$ cat src/design/ccu_pkg.sv
// ---------------------------------------------------------------
// Register map, field layout and timing constants
// ---------------------------------------------------------------
package ccu_pkg;

    // Register byte offsets on the APB port
    localparam logic [7:0] OFF_CONTROL = 8'h00;
    localparam logic [7:0] OFF_MATCH_LO = 8'h04;
    localparam logic [7:0] OFF_MATCH_HI = 8'h08;
    localparam logic [7:0] OFF_TIMER_LO = 8'h0C;
    localparam logic [7:0] OFF_TIMER_HI = 8'h10;
    localparam logic [7:0] OFF_TIMER_CFG = 8'h14;
    localparam logic [7:0] OFF_ALT_PIN = 8'h18;
    localparam logic [7:0] OFF_STATUS = 8'h1C;
    localparam logic [7:0] OFF_CONV_CTRL = 8'h20;

    // Field positions
    localparam int CTRL_MODE_LSB = 0;
    localparam int CTRL_DUTY_LSB = 4;
    localparam int CTRL_BRIDGE_LSB = 6;
    localparam int TCFG_ON_BIT = 0;
    localparam int TCFG_EXT_BIT = 1;
    localparam int ALT_SEL_BIT = 0;
    localparam int STAT_IRQ_BIT = 0;
    localparam int STAT_OVF_BIT = 1;
    localparam int CONV_ON_BIT = 0;
    localparam int CONV_GO_BIT = 1;

    // Values after reset
    localparam logic [7:0] RST_BYTE = 8'h00;
    localparam logic [15:0] RST_TIMER = 16'h0000;
    localparam logic [3:0] RST_PRESC = 4'h0;
    localparam logic [1:0] RST_DIV = 2'h0;

    // Mode field codes
    localparam logic [3:0] MODE_OFF = 4'h0;
    localparam logic [3:0] MODE_CMP_TOGGLE = 4'h2;
    localparam logic [3:0] MODE_CAP_FALL = 4'h4;
    localparam logic [3:0] MODE_CAP_RISE = 4'h5;
    localparam logic [3:0] MODE_CAP_RISE4 = 4'h6;
    localparam logic [3:0] MODE_CAP_RISE16 = 4'h7;
    localparam logic [3:0] MODE_CMP_SET = 4'h8;
    localparam logic [3:0] MODE_CMP_CLEAR = 4'h9;
    localparam logic [3:0] MODE_CMP_SWIRQ = 4'hA;
    localparam logic [3:0] MODE_CMP_SPECIAL = 4'hB;

    // Prescaler terminal counts (count of edges minus one)
    localparam logic [3:0] PRESC_LAST_4 = 4'h3;
    localparam logic [3:0] PRESC_LAST_16 = 4'hF;

    // Instruction clock is one quarter of the system clock
    localparam int SYS_CLK_MHZ = 250;
    localparam int INST_CLK_DIV = 4;
    localparam logic [1:0] INST_DIV_LAST = 2'(INST_CLK_DIV - 1);

    // Timer extremes
    localparam logic [15:0] TIMER_MAX = 16'hFFFF;

endpackage

$ cat src/design/ccu_sync.sv
`timescale 1ns/1ps
// ---------------------------------------------------------------
// Two flip-flop synchroniser for asynchronous pin levels
// ---------------------------------------------------------------
module ccu_sync #(
    parameter int WIDTH = 1
) (
    // Clock and reset
    input wire logic clk_sys,
    input wire logic sys_rst,
    // Levels
    input wire logic [WIDTH-1:0] async_in,
    output logic [WIDTH-1:0] sync_out
);

    logic [WIDTH-1:0] meta_q;

    // First stage feeds only the second stage
    always_ff @(posedge clk_sys) begin
        if (sys_rst) begin
            meta_q <= '0;
            sync_out <= '0;
        end else begin
            meta_q <= async_in;
            sync_out <= meta_q;
        end
    end

endmodule

$ cat src/design/ccu_unit.sv
// The implementer's own choices: the APB interface to the registers and the register offsets.
`timescale 1ns/1ps
// Functional notes
// - Mode field low nibble of control picks one of four capture prescale settings.
// - Prescaler counter held at zero when unit off or not capturing.
// - Any reset clears the capture prescaler counter.
// - Changing capture prescale directly keeps the counter; a false capture may follow.
// - Timer clocks from the quarter-rate instruction tick or an external clock.
// - On instruction tick the timer freezes in sleep and resumes afterwards.
// - With the external clock the timer and capture keep running in sleep.
// - Compare mode checks the 16-bit match pair against the timer for equality.
// - A match toggles, sets or clears the latch, triggers, or only interrupts.
// - Every compare match sets the interrupt flag with the action.
// - Special trigger resets the timer without setting the overflow flag.
// - Unit five trigger also sets the converter start bit, bit one, when the converter is on.
// - The pin function can be moved to an alternate pin.
// - Writing zero to control forces the compare output latch low.
// - Control holds bridge mode 7:6, duty low bits 5:4, mode 3:0.
// - Capture on each falling, each rising, fourth or sixteenth rising edge.
// - Capture copies the timer into the match pair, sets the flag, overwrites.
// - Software interrupt and special trigger modes leave the pin undriven.
// - Trigger resets the timer on its next tick; a match pair write cancels.
module ccu_unit #(
    parameter bit UNIT_IS_FIVE = 1'b1
) (
    // Clock and reset
    input wire logic clk_sys,
    input wire logic sys_rst,
    // APB slave
    input wire logic psel,
    input wire logic penable,
    input wire logic pwrite,
    input wire logic [7:0] paddr,
    input wire logic [31:0] pwdata,
    input wire logic [3:0] pstrb,
    output logic [31:0] prdata_q,
    output logic pready_q,
    output logic pslverr_q,
    // Unit pin, primary and alternate
    input wire logic pin_pri_in,
    output logic pin_pri_out_q,
    output logic pin_pri_oe_q,
    input wire logic pin_alt_in,
    output logic pin_alt_out_q,
    output logic pin_alt_oe_q,
    // Timer clocking
    input wire logic ext_timer_clk,
    input wire logic sleep_mode,
    // Status to the rest of the chip
    output logic unit_irq_flag_q,
    output logic timer_overflow_flag_q,
    output logic converter_start_q,
    output logic special_event_q
);

    // ---------------------------------------------------------------
    // Register state
    // ---------------------------------------------------------------
    logic [7:0] unit_control_q;
    logic [7:0] match_value_low_q;
    logic [7:0] match_value_high_q;
    logic [15:0] timer_q;
    logic timer_on_q;
    logic timer_ext_q;
    logic alt_pin_select_q;
    logic converter_on_q;
    logic [3:0] presc_q;
    logic [1:0] div_q;
    logic ext_prev_q;
    logic pin_prev_q;
    logic timer_moved_q;
    logic sev_pending_q;
    logic compare_latch_q;

    // ---------------------------------------------------------------
    // Decoded control and bus strobes
    // ---------------------------------------------------------------
    logic [3:0] unit_mode_field;
    logic [1:0] duty_low_bits;
    logic [1:0] bridge_output_mode;
    logic [2:0] pins_sync;
    logic access;
    logic wr_en;
    logic wr_control;
    logic wr_match;
    logic [7:0] wbyte;
    logic [31:0] rd_data;
    logic rd_hit;

    assign unit_mode_field = unit_control_q[ccu_pkg::CTRL_MODE_LSB +: 4];
    assign duty_low_bits = unit_control_q[ccu_pkg::CTRL_DUTY_LSB +: 2];
    assign bridge_output_mode = unit_control_q[ccu_pkg::CTRL_BRIDGE_LSB +: 2];

    // A write lands only at the completing edge; only the low lane holds data
    assign access = psel & penable;
    assign wr_en = access & pready_q & pwrite & pstrb[0];
    assign wbyte = pwdata[7:0];
    assign wr_control = wr_en & (paddr == ccu_pkg::OFF_CONTROL);
    assign wr_match = wr_en & ((paddr == ccu_pkg::OFF_MATCH_LO) |
                               (paddr == ccu_pkg::OFF_MATCH_HI));

    // ---------------------------------------------------------------
    // Pin synchronisers
    // ---------------------------------------------------------------
    ccu_sync #(
        .WIDTH(3)
    ) u_sync (
        .clk_sys(clk_sys),
        .sys_rst(sys_rst),
        .async_in({ext_timer_clk, pin_alt_in, pin_pri_in}),
        .sync_out(pins_sync)
    );

    // ---------------------------------------------------------------
    // Mode classification
    // ---------------------------------------------------------------
    logic capture_mode;
    logic compare_mode;
    logic drives_pin;
    logic pin_level;
    logic pin_rise;
    logic pin_fall;

    // Capture codes all sit in 01xx
    assign capture_mode = (unit_mode_field[3:2] == 2'b01);
    assign compare_mode = unit_mode_field[3] | (unit_mode_field == ccu_pkg::MODE_CMP_TOGGLE);
    // Software interrupt and special trigger never claim the pin
    assign drives_pin = (unit_mode_field == ccu_pkg::MODE_CMP_TOGGLE) |
                        (unit_mode_field == ccu_pkg::MODE_CMP_SET) |
                        (unit_mode_field == ccu_pkg::MODE_CMP_CLEAR);

    // Input taken from whichever pin carries the function
    assign pin_level = alt_pin_select_q ? pins_sync[1] : pins_sync[0];
    assign pin_rise = pin_level & ~pin_prev_q;
    assign pin_fall = ~pin_level & pin_prev_q;

    // ---------------------------------------------------------------
    // Timer clocking
    // ---------------------------------------------------------------
    logic inst_tick;
    logic ext_tick;
    logic timer_tick;
    logic timer_wrap;

    assign inst_tick = (div_q == ccu_pkg::INST_DIV_LAST);
    assign ext_tick = pins_sync[2] & ~ext_prev_q;
    // Instruction tick stalls in sleep; the external clock does not
    assign timer_tick = timer_on_q &
                        (timer_ext_q ? ext_tick : (inst_tick & ~sleep_mode));
    assign timer_wrap = timer_tick & ~sev_pending_q & (timer_q == ccu_pkg::TIMER_MAX);

    // Quarter-rate divider runs freely
    always_ff @(posedge clk_sys) begin
        if (sys_rst) begin
            div_q <= ccu_pkg::RST_DIV;
        end else begin
            div_q <= div_q + 2'h1;
        end
    end

    // Edge history of the synchronised levels
    always_ff @(posedge clk_sys) begin
        if (sys_rst) begin
            ext_prev_q <= 1'b0;
            pin_prev_q <= 1'b0;
        end else begin
            ext_prev_q <= pins_sync[2];
            pin_prev_q <= pin_level;
        end
    end

    // Timer count; a pending trigger turns the next tick into a reset
    always_ff @(posedge clk_sys) begin
        if (sys_rst) begin
            timer_q <= ccu_pkg::RST_TIMER;
        end else if (wr_en && paddr == ccu_pkg::OFF_TIMER_LO) begin
            timer_q[7:0] <= wbyte;
        end else if (wr_en && paddr == ccu_pkg::OFF_TIMER_HI) begin
            timer_q[15:8] <= wbyte;
        end else if (timer_tick) begin
            if (sev_pending_q) begin
                timer_q <= ccu_pkg::RST_TIMER;
            end else begin
                timer_q <= timer_q + 16'h0001;
            end
        end
    end

    // Overflow flag: the trigger reset never sets it, set beats clear
    always_ff @(posedge clk_sys) begin
        if (sys_rst) begin
            timer_overflow_flag_q <= 1'b0;
        end else if (timer_wrap) begin
            timer_overflow_flag_q <= 1'b1;
        end else if (wr_en && paddr == ccu_pkg::OFF_STATUS && wbyte[ccu_pkg::STAT_OVF_BIT]) begin
            timer_overflow_flag_q <= 1'b0;
        end
    end

    // ---------------------------------------------------------------
    // Compare
    // ---------------------------------------------------------------
    logic match_hit;
    logic special_hit;

    // Comparing only after a count change keeps one hit per timer value
    always_ff @(posedge clk_sys) begin
        if (sys_rst) begin
            timer_moved_q <= 1'b0;
        end else begin
            timer_moved_q <= timer_tick;
        end
    end

    assign match_hit = timer_moved_q & compare_mode &
                       ({match_value_high_q, match_value_low_q} == timer_q);
    assign special_hit = match_hit & (unit_mode_field == ccu_pkg::MODE_CMP_SPECIAL);

    // Trigger reset waits for the next timer tick; rewriting the pair cancels it
    always_ff @(posedge clk_sys) begin
        if (sys_rst) begin
            sev_pending_q <= 1'b0;
        end else if (wr_match) begin
            sev_pending_q <= 1'b0;
        end else if (special_hit) begin
            sev_pending_q <= 1'b1;
        end else if (timer_tick) begin
            sev_pending_q <= 1'b0;
        end
    end

    // Match action on the output latch
    always_ff @(posedge clk_sys) begin
        if (sys_rst) begin
            compare_latch_q <= 1'b0;
        end else if (wr_control && wbyte == ccu_pkg::RST_BYTE) begin
            compare_latch_q <= 1'b0;
        end else if (match_hit) begin
            case (unit_mode_field)
                ccu_pkg::MODE_CMP_SET: begin
                    compare_latch_q <= 1'b1;
                end
                ccu_pkg::MODE_CMP_CLEAR: begin
                    compare_latch_q <= 1'b0;
                end
                ccu_pkg::MODE_CMP_TOGGLE: begin
                    compare_latch_q <= ~compare_latch_q;
                end
                default: begin
                    compare_latch_q <= compare_latch_q;
                end
            endcase
        end
    end

    // Pin drive follows the latch and the alternate pin choice
    always_ff @(posedge clk_sys) begin
        if (sys_rst) begin
            pin_pri_out_q <= 1'b0;
            pin_pri_oe_q <= 1'b0;
            pin_alt_out_q <= 1'b0;
            pin_alt_oe_q <= 1'b0;
        end else begin
            pin_pri_out_q <= compare_latch_q;
            pin_alt_out_q <= compare_latch_q;
            pin_pri_oe_q <= drives_pin & ~alt_pin_select_q;
            pin_alt_oe_q <= drives_pin & alt_pin_select_q;
        end
    end

    // Trigger strobe for the converter and the outside world
    always_ff @(posedge clk_sys) begin
        if (sys_rst) begin
            special_event_q <= 1'b0;
        end else begin
            special_event_q <= special_hit;
        end
    end

    // ---------------------------------------------------------------
    // Capture
    // ---------------------------------------------------------------
    logic capture_evt;
    logic presc_done4;
    logic presc_done16;

    // Greater-or-equal lets a stale count from a wider setting fire at once
    assign presc_done4 = (presc_q >= ccu_pkg::PRESC_LAST_4);
    assign presc_done16 = (presc_q >= ccu_pkg::PRESC_LAST_16);

    always_comb begin
        capture_evt = 1'b0;
        case (unit_mode_field)
            ccu_pkg::MODE_CAP_FALL: begin
                capture_evt = pin_fall;
            end
            ccu_pkg::MODE_CAP_RISE: begin
                capture_evt = pin_rise;
            end
            ccu_pkg::MODE_CAP_RISE4: begin
                capture_evt = pin_rise & presc_done4;
            end
            ccu_pkg::MODE_CAP_RISE16: begin
                capture_evt = pin_rise & presc_done16;
            end
            default: begin
                capture_evt = 1'b0;
            end
        endcase
    end

    // Prescaler counter: no clear when hopping between capture settings
    always_ff @(posedge clk_sys) begin
        if (sys_rst) begin
            presc_q <= ccu_pkg::RST_PRESC;
        end else if (!capture_mode) begin
            presc_q <= ccu_pkg::RST_PRESC;
        end else if (pin_rise) begin
            if (capture_evt) begin
                presc_q <= ccu_pkg::RST_PRESC;
            end else begin
                presc_q <= presc_q + 4'h1;
            end
        end
    end

    // ---------------------------------------------------------------
    // Software registers
    // ---------------------------------------------------------------
    always_ff @(posedge clk_sys) begin
        if (sys_rst) begin
            unit_control_q <= ccu_pkg::RST_BYTE;
        end else if (wr_control) begin
            unit_control_q <= wbyte;
        end
    end

    // Match pair: a capture overwrites whatever software left there
    always_ff @(posedge clk_sys) begin
        if (sys_rst) begin
            match_value_low_q <= ccu_pkg::RST_BYTE;
            match_value_high_q <= ccu_pkg::RST_BYTE;
        end else if (capture_evt) begin
            match_value_low_q <= timer_q[7:0];
            match_value_high_q <= timer_q[15:8];
        end else if (wr_en && paddr == ccu_pkg::OFF_MATCH_LO) begin
            match_value_low_q <= wbyte;
        end else if (wr_en && paddr == ccu_pkg::OFF_MATCH_HI) begin
            match_value_high_q <= wbyte;
        end
    end

    // Timer setup and pin routing
    always_ff @(posedge clk_sys) begin
        if (sys_rst) begin
            timer_on_q <= 1'b0;
            timer_ext_q <= 1'b0;
            alt_pin_select_q <= 1'b0;
        end else if (wr_en && paddr == ccu_pkg::OFF_TIMER_CFG) begin
            timer_on_q <= wbyte[ccu_pkg::TCFG_ON_BIT];
            timer_ext_q <= wbyte[ccu_pkg::TCFG_EXT_BIT];
        end else if (wr_en && paddr == ccu_pkg::OFF_ALT_PIN) begin
            alt_pin_select_q <= wbyte[ccu_pkg::ALT_SEL_BIT];
        end
    end

    // Unit interrupt flag: capture or any compare match; set beats clear
    always_ff @(posedge clk_sys) begin
        if (sys_rst) begin
            unit_irq_flag_q <= 1'b0;
        end else if (capture_evt || match_hit) begin
            unit_irq_flag_q <= 1'b1;
        end else if (wr_en && paddr == ccu_pkg::OFF_STATUS && wbyte[ccu_pkg::STAT_IRQ_BIT]) begin
            unit_irq_flag_q <= 1'b0;
        end
    end

    // Converter control: the trigger starts a conversion only when enabled
    always_ff @(posedge clk_sys) begin
        if (sys_rst) begin
            converter_on_q <= 1'b0;
            converter_start_q <= 1'b0;
        end else begin
            if (wr_en && paddr == ccu_pkg::OFF_CONV_CTRL) begin
                converter_on_q <= wbyte[ccu_pkg::CONV_ON_BIT];
            end
            if (UNIT_IS_FIVE && special_hit && converter_on_q) begin
                converter_start_q <= 1'b1;
            end else if (wr_en && paddr == ccu_pkg::OFF_CONV_CTRL) begin
                converter_start_q <= wbyte[ccu_pkg::CONV_GO_BIT];
            end
        end
    end

    // ---------------------------------------------------------------
    // APB read path and handshake
    // ---------------------------------------------------------------
    always_comb begin
        rd_data = 32'h0000_0000;
        rd_hit = 1'b1;
        case (paddr)
            ccu_pkg::OFF_CONTROL: begin
                rd_data[7:0] = {bridge_output_mode, duty_low_bits, unit_mode_field};
            end
            ccu_pkg::OFF_MATCH_LO: begin
                rd_data[7:0] = match_value_low_q;
            end
            ccu_pkg::OFF_MATCH_HI: begin
                rd_data[7:0] = match_value_high_q;
            end
            ccu_pkg::OFF_TIMER_LO: begin
                rd_data[7:0] = timer_q[7:0];
            end
            ccu_pkg::OFF_TIMER_HI: begin
                rd_data[7:0] = timer_q[15:8];
            end
            ccu_pkg::OFF_TIMER_CFG: begin
                rd_data[ccu_pkg::TCFG_ON_BIT] = timer_on_q;
                rd_data[ccu_pkg::TCFG_EXT_BIT] = timer_ext_q;
            end
            ccu_pkg::OFF_ALT_PIN: begin
                rd_data[ccu_pkg::ALT_SEL_BIT] = alt_pin_select_q;
            end
            ccu_pkg::OFF_STATUS: begin
                rd_data[ccu_pkg::STAT_IRQ_BIT] = unit_irq_flag_q;
                rd_data[ccu_pkg::STAT_OVF_BIT] = timer_overflow_flag_q;
            end
            ccu_pkg::OFF_CONV_CTRL: begin
                rd_data[ccu_pkg::CONV_ON_BIT] = converter_on_q;
                rd_data[ccu_pkg::CONV_GO_BIT] = converter_start_q;
            end
            default: begin
                rd_hit = 1'b0;
            end
        endcase
    end

    // One wait state: ready rises in the second access cycle
    always_ff @(posedge clk_sys) begin
        if (sys_rst) begin
            pready_q <= 1'b0;
            pslverr_q <= 1'b0;
            prdata_q <= 32'h0000_0000;
        end else if (access && !pready_q) begin
            pready_q <= 1'b1;
            pslverr_q <= ~rd_hit;
            prdata_q <= pwrite ? 32'h0000_0000 : rd_data;
        end else begin
            pready_q <= 1'b0;
            pslverr_q <= 1'b0;
        end
    end

endmodule

$ cat config.mk
export PLATFORM = sky130hd
export DESIGN_NAME = ccu_unit
export DESIGN_NICKNAME = d
export VERILOG_FILES = /design/src/design/ccu_pkg.sv /design/src/design/ccu_sync.sv /design/src/design/ccu_unit.sv
export SDC_FILE = /design/constraint.sdc
export NUM_CORES = 1
export LEC_CHECK = 0
export BUFFER_PORTS_ARGS = -buffer_cell sky130_fd_sc_hd__buf_2
export CAP_MARGIN = 20
export CELL_PAD_IN_SITES_DETAIL_PLACEMENT = 0
export CELL_PAD_IN_SITES_GLOBAL_PLACEMENT = 1
export CORE_ASPECT_RATIO = 2
export CORE_UTILIZATION = 44
export DETAILED_ROUTE_END_ITERATION = 8
export PLACE_DENSITY_LB_ADDON = 0.08
export SLEW_MARGIN = 5
export SYNTH_ARGS = -nofsm -noshare
export SYNTH_HDL_FRONTEND = slang
export SYNTH_SLANG_ARGS = --single-unit
$ cat constraint.sdc
create_clock -name clk_sys -period 4.2 [get_ports clk_sys]
set_clock_uncertainty 0.2 [all_clocks]
set_input_delay 0.42 -clock clk_sys [delete_from_list [all_inputs] [get_ports clk_sys]]
set_output_delay 0.42 -clock clk_sys [all_outputs]
set_load 0.03 [all_outputs]
=== Word level (Yosys, flattened, before mapping) ===
Cells that the tools add are included.

* Bits in writable memories: 0
* Flip-flop bits (word level): 102
* Memories: 0
* Output and inout bits: 42
* Memory bits (read-only): 0
* Input port bits: 53
* Latch bits: 0
* Logic and storage cells: 156

* Div/mod/pow operators: 0
* Mux-type cells: 29
* $lt $le $gt $ge: 2
* Eq/ne operators: 22
* Reduce and logical (&&, ||, !) cells: 36
* Bitwise operators: 36
* Shift operators: 0
* Multipliers: 0
* Add/subtract/negate cells: 3

{| class="wikitable"
|+ Operators with widths
! operator !! number
|-
| 8-bit two-way mux || 9
|-
| 8-bit by 5-bit equality test with 1-bit output (second input constant) || 4
|-
| 16-bit two-way mux || 2
|-
| 6-bit case mux with 5 select lines || 1
|-
| 1-bit bitwise AND || 20
|-
| 16-bit by 1-bit adder with 16-bit output (second input constant) || 1
|-
| 16-bit equality test || 1
|-
| 16-bit equality test (second input constant) || 1
|-
| 4-bit by 3-bit equality test with 1-bit output (second input constant) || 4
|-
| 8-bit by 4-bit equality test with 1-bit output (second input constant) || 2
|-
| 8-bit logical NOT || 2
|-
| 2-bit nonzero test || 8
|-
| 1-bit logical AND || 13
|-
| 4-bit equality test (second input constant) || 3
|-
| 1-bit two-way mux || 12
|-
| 1-bit NOT || 12
|-
| 2-bit AND reduction || 5
|-
| 1-bit case mux with 9 select lines || 1
|-
| 9-bit OR reduction || 1
|-
| 8-bit by 3-bit equality test with 1-bit output (second input constant) || 1
|-
| 8-bit by 6-bit equality test with 1-bit output (second input constant) || 1
|-
| 1-bit case mux with 8 select lines || 1
|-
| 2-bit OR reduction || 4
|-
| 4-bit by 1-bit adder with 4-bit output (second input constant) || 1
|-
| other kinds (14) || 18
|}

=== Logic depth before layout (Yosys ltp) ===
* Word-level depth: 8
* Mapped depth: 8
* Mapped depth without buffers: 6

=== Hierarchy ===
A second synthesis with hierarchy kept.

* Cell total of the unflattened synthesis: 559
* Area total of the unflattened synthesis: 4709.5 um^2

{| class="wikitable"
|+ By module, submodules not included
! module !! cells each !! times used !! seq. area each (um^2) !! area each (um^2)
|-
| ccu_unit || 547 || 1 || 1441.4 || 4551.9
|-
| ccu_sync || 12 || 1 || 120.1 || 157.7
|}

=== Least setup slack after synthesis ===
No wires, ideal clock.

* Path kind: input to register
* Start point: in paddr[5]
* End point: reg match_value_high_q[2]
* Required time: 3.861 ns
* Buffers on the path: 3
* Stages: 8
* Slack: 1.838 ns
* Arrival: 2.023 ns
* Setup time: 0.139 ns
* Path through: buf_6 > or4_4 > buf_6 > nor3_4 > and2_4 > buf_12 > mux2i_1 > a211oi_2

* Cells in the longest elaborated chain, start to end: 4
* Elaborated cells on any way between the ends: 7
* Those cells by class: eq/ne (3); reduce/logical (4)

{| class="wikitable"
|+ Ends and longest elaborated chain
! element !! RTL line !! RTL
|-
| start: declaration || ccu_unit.sv:33 || <nowiki>input wire logic [7:0] paddr,</nowiki>
|-
| 8-bit by 3-bit equality test with 1-bit output or 8-bit by 4-bit equality test with 1-bit output (tied branches) || ccu_unit.sv:346, ccu_unit.sv:348 ||
|-
| 1-bit logical AND (on tied branches) || ccu_unit.sv:346, ccu_unit.sv:348 ||
|-
| 2-bit != test (no source line) or 2-bit nonzero test (tied branches) || n/a ||
|-
| 2-bit AND reduction (no source line) (*) || n/a ||
|-
| end signal: assignment || ccu_unit.sv:342 || <nowiki>match_value_high_q <= ccu_pkg::RST_BYTE;</nowiki>
|-
| end signal: assignment || ccu_unit.sv:345 || <nowiki>match_value_high_q <= timer_q[15:8];</nowiki>
|-
| end signal: assignment || ccu_unit.sv:349 || <nowiki>match_value_high_q <= wbyte;</nowiki>
|-
| end: declaration || ccu_unit.sv:61 || <nowiki>logic [7:0] match_value_high_q;</nowiki>
|}

Mark *: on every way between the ends. The rest lies on a longest branch, timed or not.
A chain may end at the register's enable or synchronous reset.

=== Final worst setup path ===
* Start point: reg pready_q
* End point: reg compare_latch_q

* Cells in the longest elaborated chain, start to end: 6

{| class="wikitable"
|+ Ends and longest elaborated chain
! element !! RTL line !! RTL
|-
| start: declaration || ccu_unit.sv:37 || <nowiki>output logic pready_q,</nowiki>
|-
| start signal: assignment || ccu_unit.sv:441 || <nowiki>pready_q <= 1'b0;</nowiki>
|-
| start signal: assignment || ccu_unit.sv:445 || <nowiki>pready_q <= 1'b1;</nowiki>
|-
| start signal: assignment || ccu_unit.sv:449 || <nowiki>pready_q <= 1'b0;</nowiki>
|-
| 1-bit bitwise AND (3 in a row) || ccu_unit.sv:96 || <nowiki>assign wr_en = access & pready_q & pwrite & pstrb[0];</nowiki>
|-
| 1-bit bitwise AND || ccu_unit.sv:98 || <nowiki>assign wr_control = wr_en & (paddr == ccu_pkg::OFF_CONTROL);</nowiki>
|-
| 1-bit logical AND || ccu_unit.sv:236 || <nowiki>end else if (wr_control && wbyte == ccu_pkg::RST_BYTE) begin</nowiki>
|-
| 2-bit OR reduction (no source line) || n/a ||
|-
| end signal: assignment || ccu_unit.sv:247 || <nowiki>compare_latch_q <= ~compare_latch_q;</nowiki>
|-
| end signal: assignment || ccu_unit.sv:250 || <nowiki>compare_latch_q <= compare_latch_q;</nowiki>
|-
| end: declaration || ccu_unit.sv:73 || <nowiki>logic compare_latch_q;</nowiki>
|}

Every way passes these cells.

==> reports/summary.txt <==
Pre-Repair DR Iteration Count: 5
Final Setup Violations: 0
Final Critical Period: 2670 ps
Syn Inst Count: 528
Flop pwr share: 44.8%
Hold Path Sink: u_sync.meta_q[0]
hold buffer count at cts: 0
peak supply drop: 0.203 mV
hold depth: 2
fillcell total: 1,028
Post-synth EDFFs: 0
mapped cell area: 4550 sq um
WL per Instance: 19.3 microns
CP required: 4230 ps
Placed Cells: 668
Non-Filler Instances: 684
Leak: 1.98 nW
Max Root-Sink Buffers: 2
DR DRC count: 0
core footprint: 10,100 sq um
final worst-path cycle share: 63.5%
Slew Viols, Final: 0
Pwr Density: 339 nW/um^2
Buf/Inv on CP: 0
R2R Setup Slk: 1530 ps
vias per std cell: 5.79
FF+latch count, synth: 78
ys flop type: dfxtp_1
Yosys cell types: 72
max_cap viols: 0
post-CTS sizing: 0
sequential fraction of the synthesis area: 34.3%
largest net degree at the start of global routing: 61
remaining antenna violation count: 0
normalized max-slew margin: 29.6%
H-Tree Level Count: 3
Max FO, Critical Path: 10
latest clock arrival within the worst-skew pair: 350 ps
Root Driver: clkbuf_16
CP Launch Type: register
largest area contributor in the netlist: dfxtp_1
drt initial violations: 283
Setup CP Type: register to register
TritonCTS Buffers: 9
CP delay by family, top: simple AND/OR/NAND/NOR gates
Internal: 0.00125 W
worst hold start: pin_pri_in
starting density of the core: 45.1%
final WL: 13.2 mm
vias in the first global route: 3,830
# clock sinks: 78
HP Class: primary input to register
GRT Total Usage: 26.2%
cells on worst reg2reg path: 5
first-pass GRT wire length: 21.0 mm
FP Rows: 52
CTS tree: built
logic gate share of total power: 7.3%
Arr. time, crit path: 2700 ps
Area contributors post-synth: dfxtp_1 (34%), mux2i_1 (8.6%), nor2_1 (5.0%)
FF-to-FF End: compare_latch_q
largest stage delay on the critical path: 680 ps
# diodes: 0
status: finished, final reports clean
Die X: 73.9 microns
switching fraction of total power: 26.1%
R2R Path Start: pready_q
yosys warns: 0
Crit. End Element: register
dpl cell area: 4670 sq um
Placer Congestion: 0.891
global route overflow: 0
register area: 1560 sq um
HPWL after DPL: 9.57 mm
Yosys top cell area share: 34.3%
multi-input combinational cell area: 2660 sq um
Psw: 0.000439 W
slew at the pin with the worst max-slew slack: 1060 ps
Async SR Flop Fraction: 0%
total setup buffers inserted after CTS: 0
Die ar.: 10,800 sq um
critical path's slowest cell: nand3_1
PortBufs: 43
fmax: 375 MHz
unrepaired setup endpoints after global routing: false
Finished Cell Area: 4970 sq um
initial antenna violation count: 0
Avg Inst Size Synth: 8.62 sq um
synthesis-to-finish area growth: 9.35%
detailed-route via count: 3,959
ratio of cells with drive above 1 in the final layout: 16.2%
TNS Setup: 0 ps
NumNets Final: 600
endpoints failing hold: 0
CP Cell Sequence: and4_1 -> and2_1 -> nand3_1 -> o21a_1 -> o311a_1
clock group share of total power: 47.9%
io pins: 95
Die Height: 146 microns
clk slew on worst S/H paths: 60 ps
[logic make-up after synthesis]
group | Yosys count | share of synthesized area [%]
compound gates | 113 | 19.3
xor+xnor | 22 | 4.24
other cells | 1 | 0.0824
simple gates | 197 | 23.1
buf+inv | 74 | 9.38
mux | 40 | 8.83
flops | 78 | 34.3
fa+ha+maj | 3 | 0.825
[power by group through the flow]
stage                     Sequential, W  Combinational, W  Clock, W
after floorplan                0.000768          0.000104         0
final                          0.000756          0.000123  0.000807
after CTS                      0.000755          0.000123  0.000819
after global routing           0.000756          0.000133  0.000857
after global placement         0.000772          0.000121         0
after detailed placement       0.000772          0.000122         0
[flip-flops by register name, summed over array words and instances (netlist names), 2 cells and up]
| name | flops |
|---|---|
| u_sync.meta_q | 3 |
| match_value_high_q | 8 |
| match_value_low_q | 8 |
| timer_q | 16 |
| presc_q | 4 |
| unit_control_q | 8 |
| u_sync.sync_out | 3 |
| prdata_q | 8 |
| div_q | 2 |
[cell type report]
class / instances / area share (%)
inverters: 8 / 0.604
well taps: 135 / 3.40
flip-flops and latches: 78 / 31.4
multi-input cells: 399 / 53.4
clock inverters: 7 / 1.61
clock buffers: 9 / 4.53
repair buffers: 48 / 5.08
[cells in the final DEF (no fill, tap or decap), types with 3 or more instances in the layout]
master	instances
nor3b_1	5
clkbuf_16	9
inv_1	8
nor4_1	11
o21ai_1	5
a221oi_1	11
nor2_1	60
nand3_1	14
o21ai_0	18
nand4_1	9
dfxtp_1	78
nand3b_1	6
nand2_1	34
a21o_1	3
o2bb2ai_1	9
a211oi_1	9
nor2b_1	14
a211oi_2	8
ha_1	3
inv_6	3
and4_1	3
nor3_1	10
conb_1	24
and3_1	6
buf_4	5
xor2_1	6
buf_2	43
mux2i_1	39
or3_1	5
a31oi_1	5
a311oi_1	7
xnor2_1	16
a22oi_1	3
a21oi_1	11
or4_1	3
[worst max-delay path by stage]
stage                      from                    end  slack, ps  depth (start not counted)
6_report               pready_q        compare_latch_q       1530                          5
5_1_grt        alt_pin_select_q   match_value_low_q[1]       1300                          5
4_1_cts                pready_q        compare_latch_q       1510                          5
3_5_place_dp           paddr[2]             timer_q[7]       1300                          6
3_3_place_gp           paddr[2]             timer_q[7]       1360                          6
2_1_floorplan          paddr[5]  match_value_high_q[2]       1840                          8
[synth_stat cells (9+ instances only)]
cell type	count
dfxtp_1	78
nor2_1	60
mux2i_1	39
nand2_1	34
buf_4	27
clkbuf_1	24
o21ai_0	18
xnor2_1	16
nand3_1	14
nor2b_1	14
a21oi_1	11
a221oi_1	11
nor4_1	11
nor3_1	10
a211oi_1	9
nand4_1	9
o2bb2ai_1	9
[metal layers]
metal | routed length [microns] | GRT usage, % | vias up | share of wire, %
met5 | 0 | 0 | - | 0
met2 | 7230 | 46.0 | 122 | 55
met4 | 582 | 13.1 | 0 | 4.4
li1 | - | - | 1906 | -
met3 | 407 | 4.16 | 45 | 3.1
met1 | 5000 | 29.4 | 1886 | 38
[metrics by stage]
step                hold WS (ps)  total power, W  worst slack [ps]  utilization [%]
floorplan                    199        0.000872              1840                -
global placement             207        0.000893              1360             46.3
detailed placement           214        0.000895              1300             46.3
CTS                         82.9         0.00170              1510             49.3
global route                82.7         0.00175              1300             49.3
finish                      85.9         0.00169              1530             49.3
No activity file was read; power rests on OpenSTA's default activity.
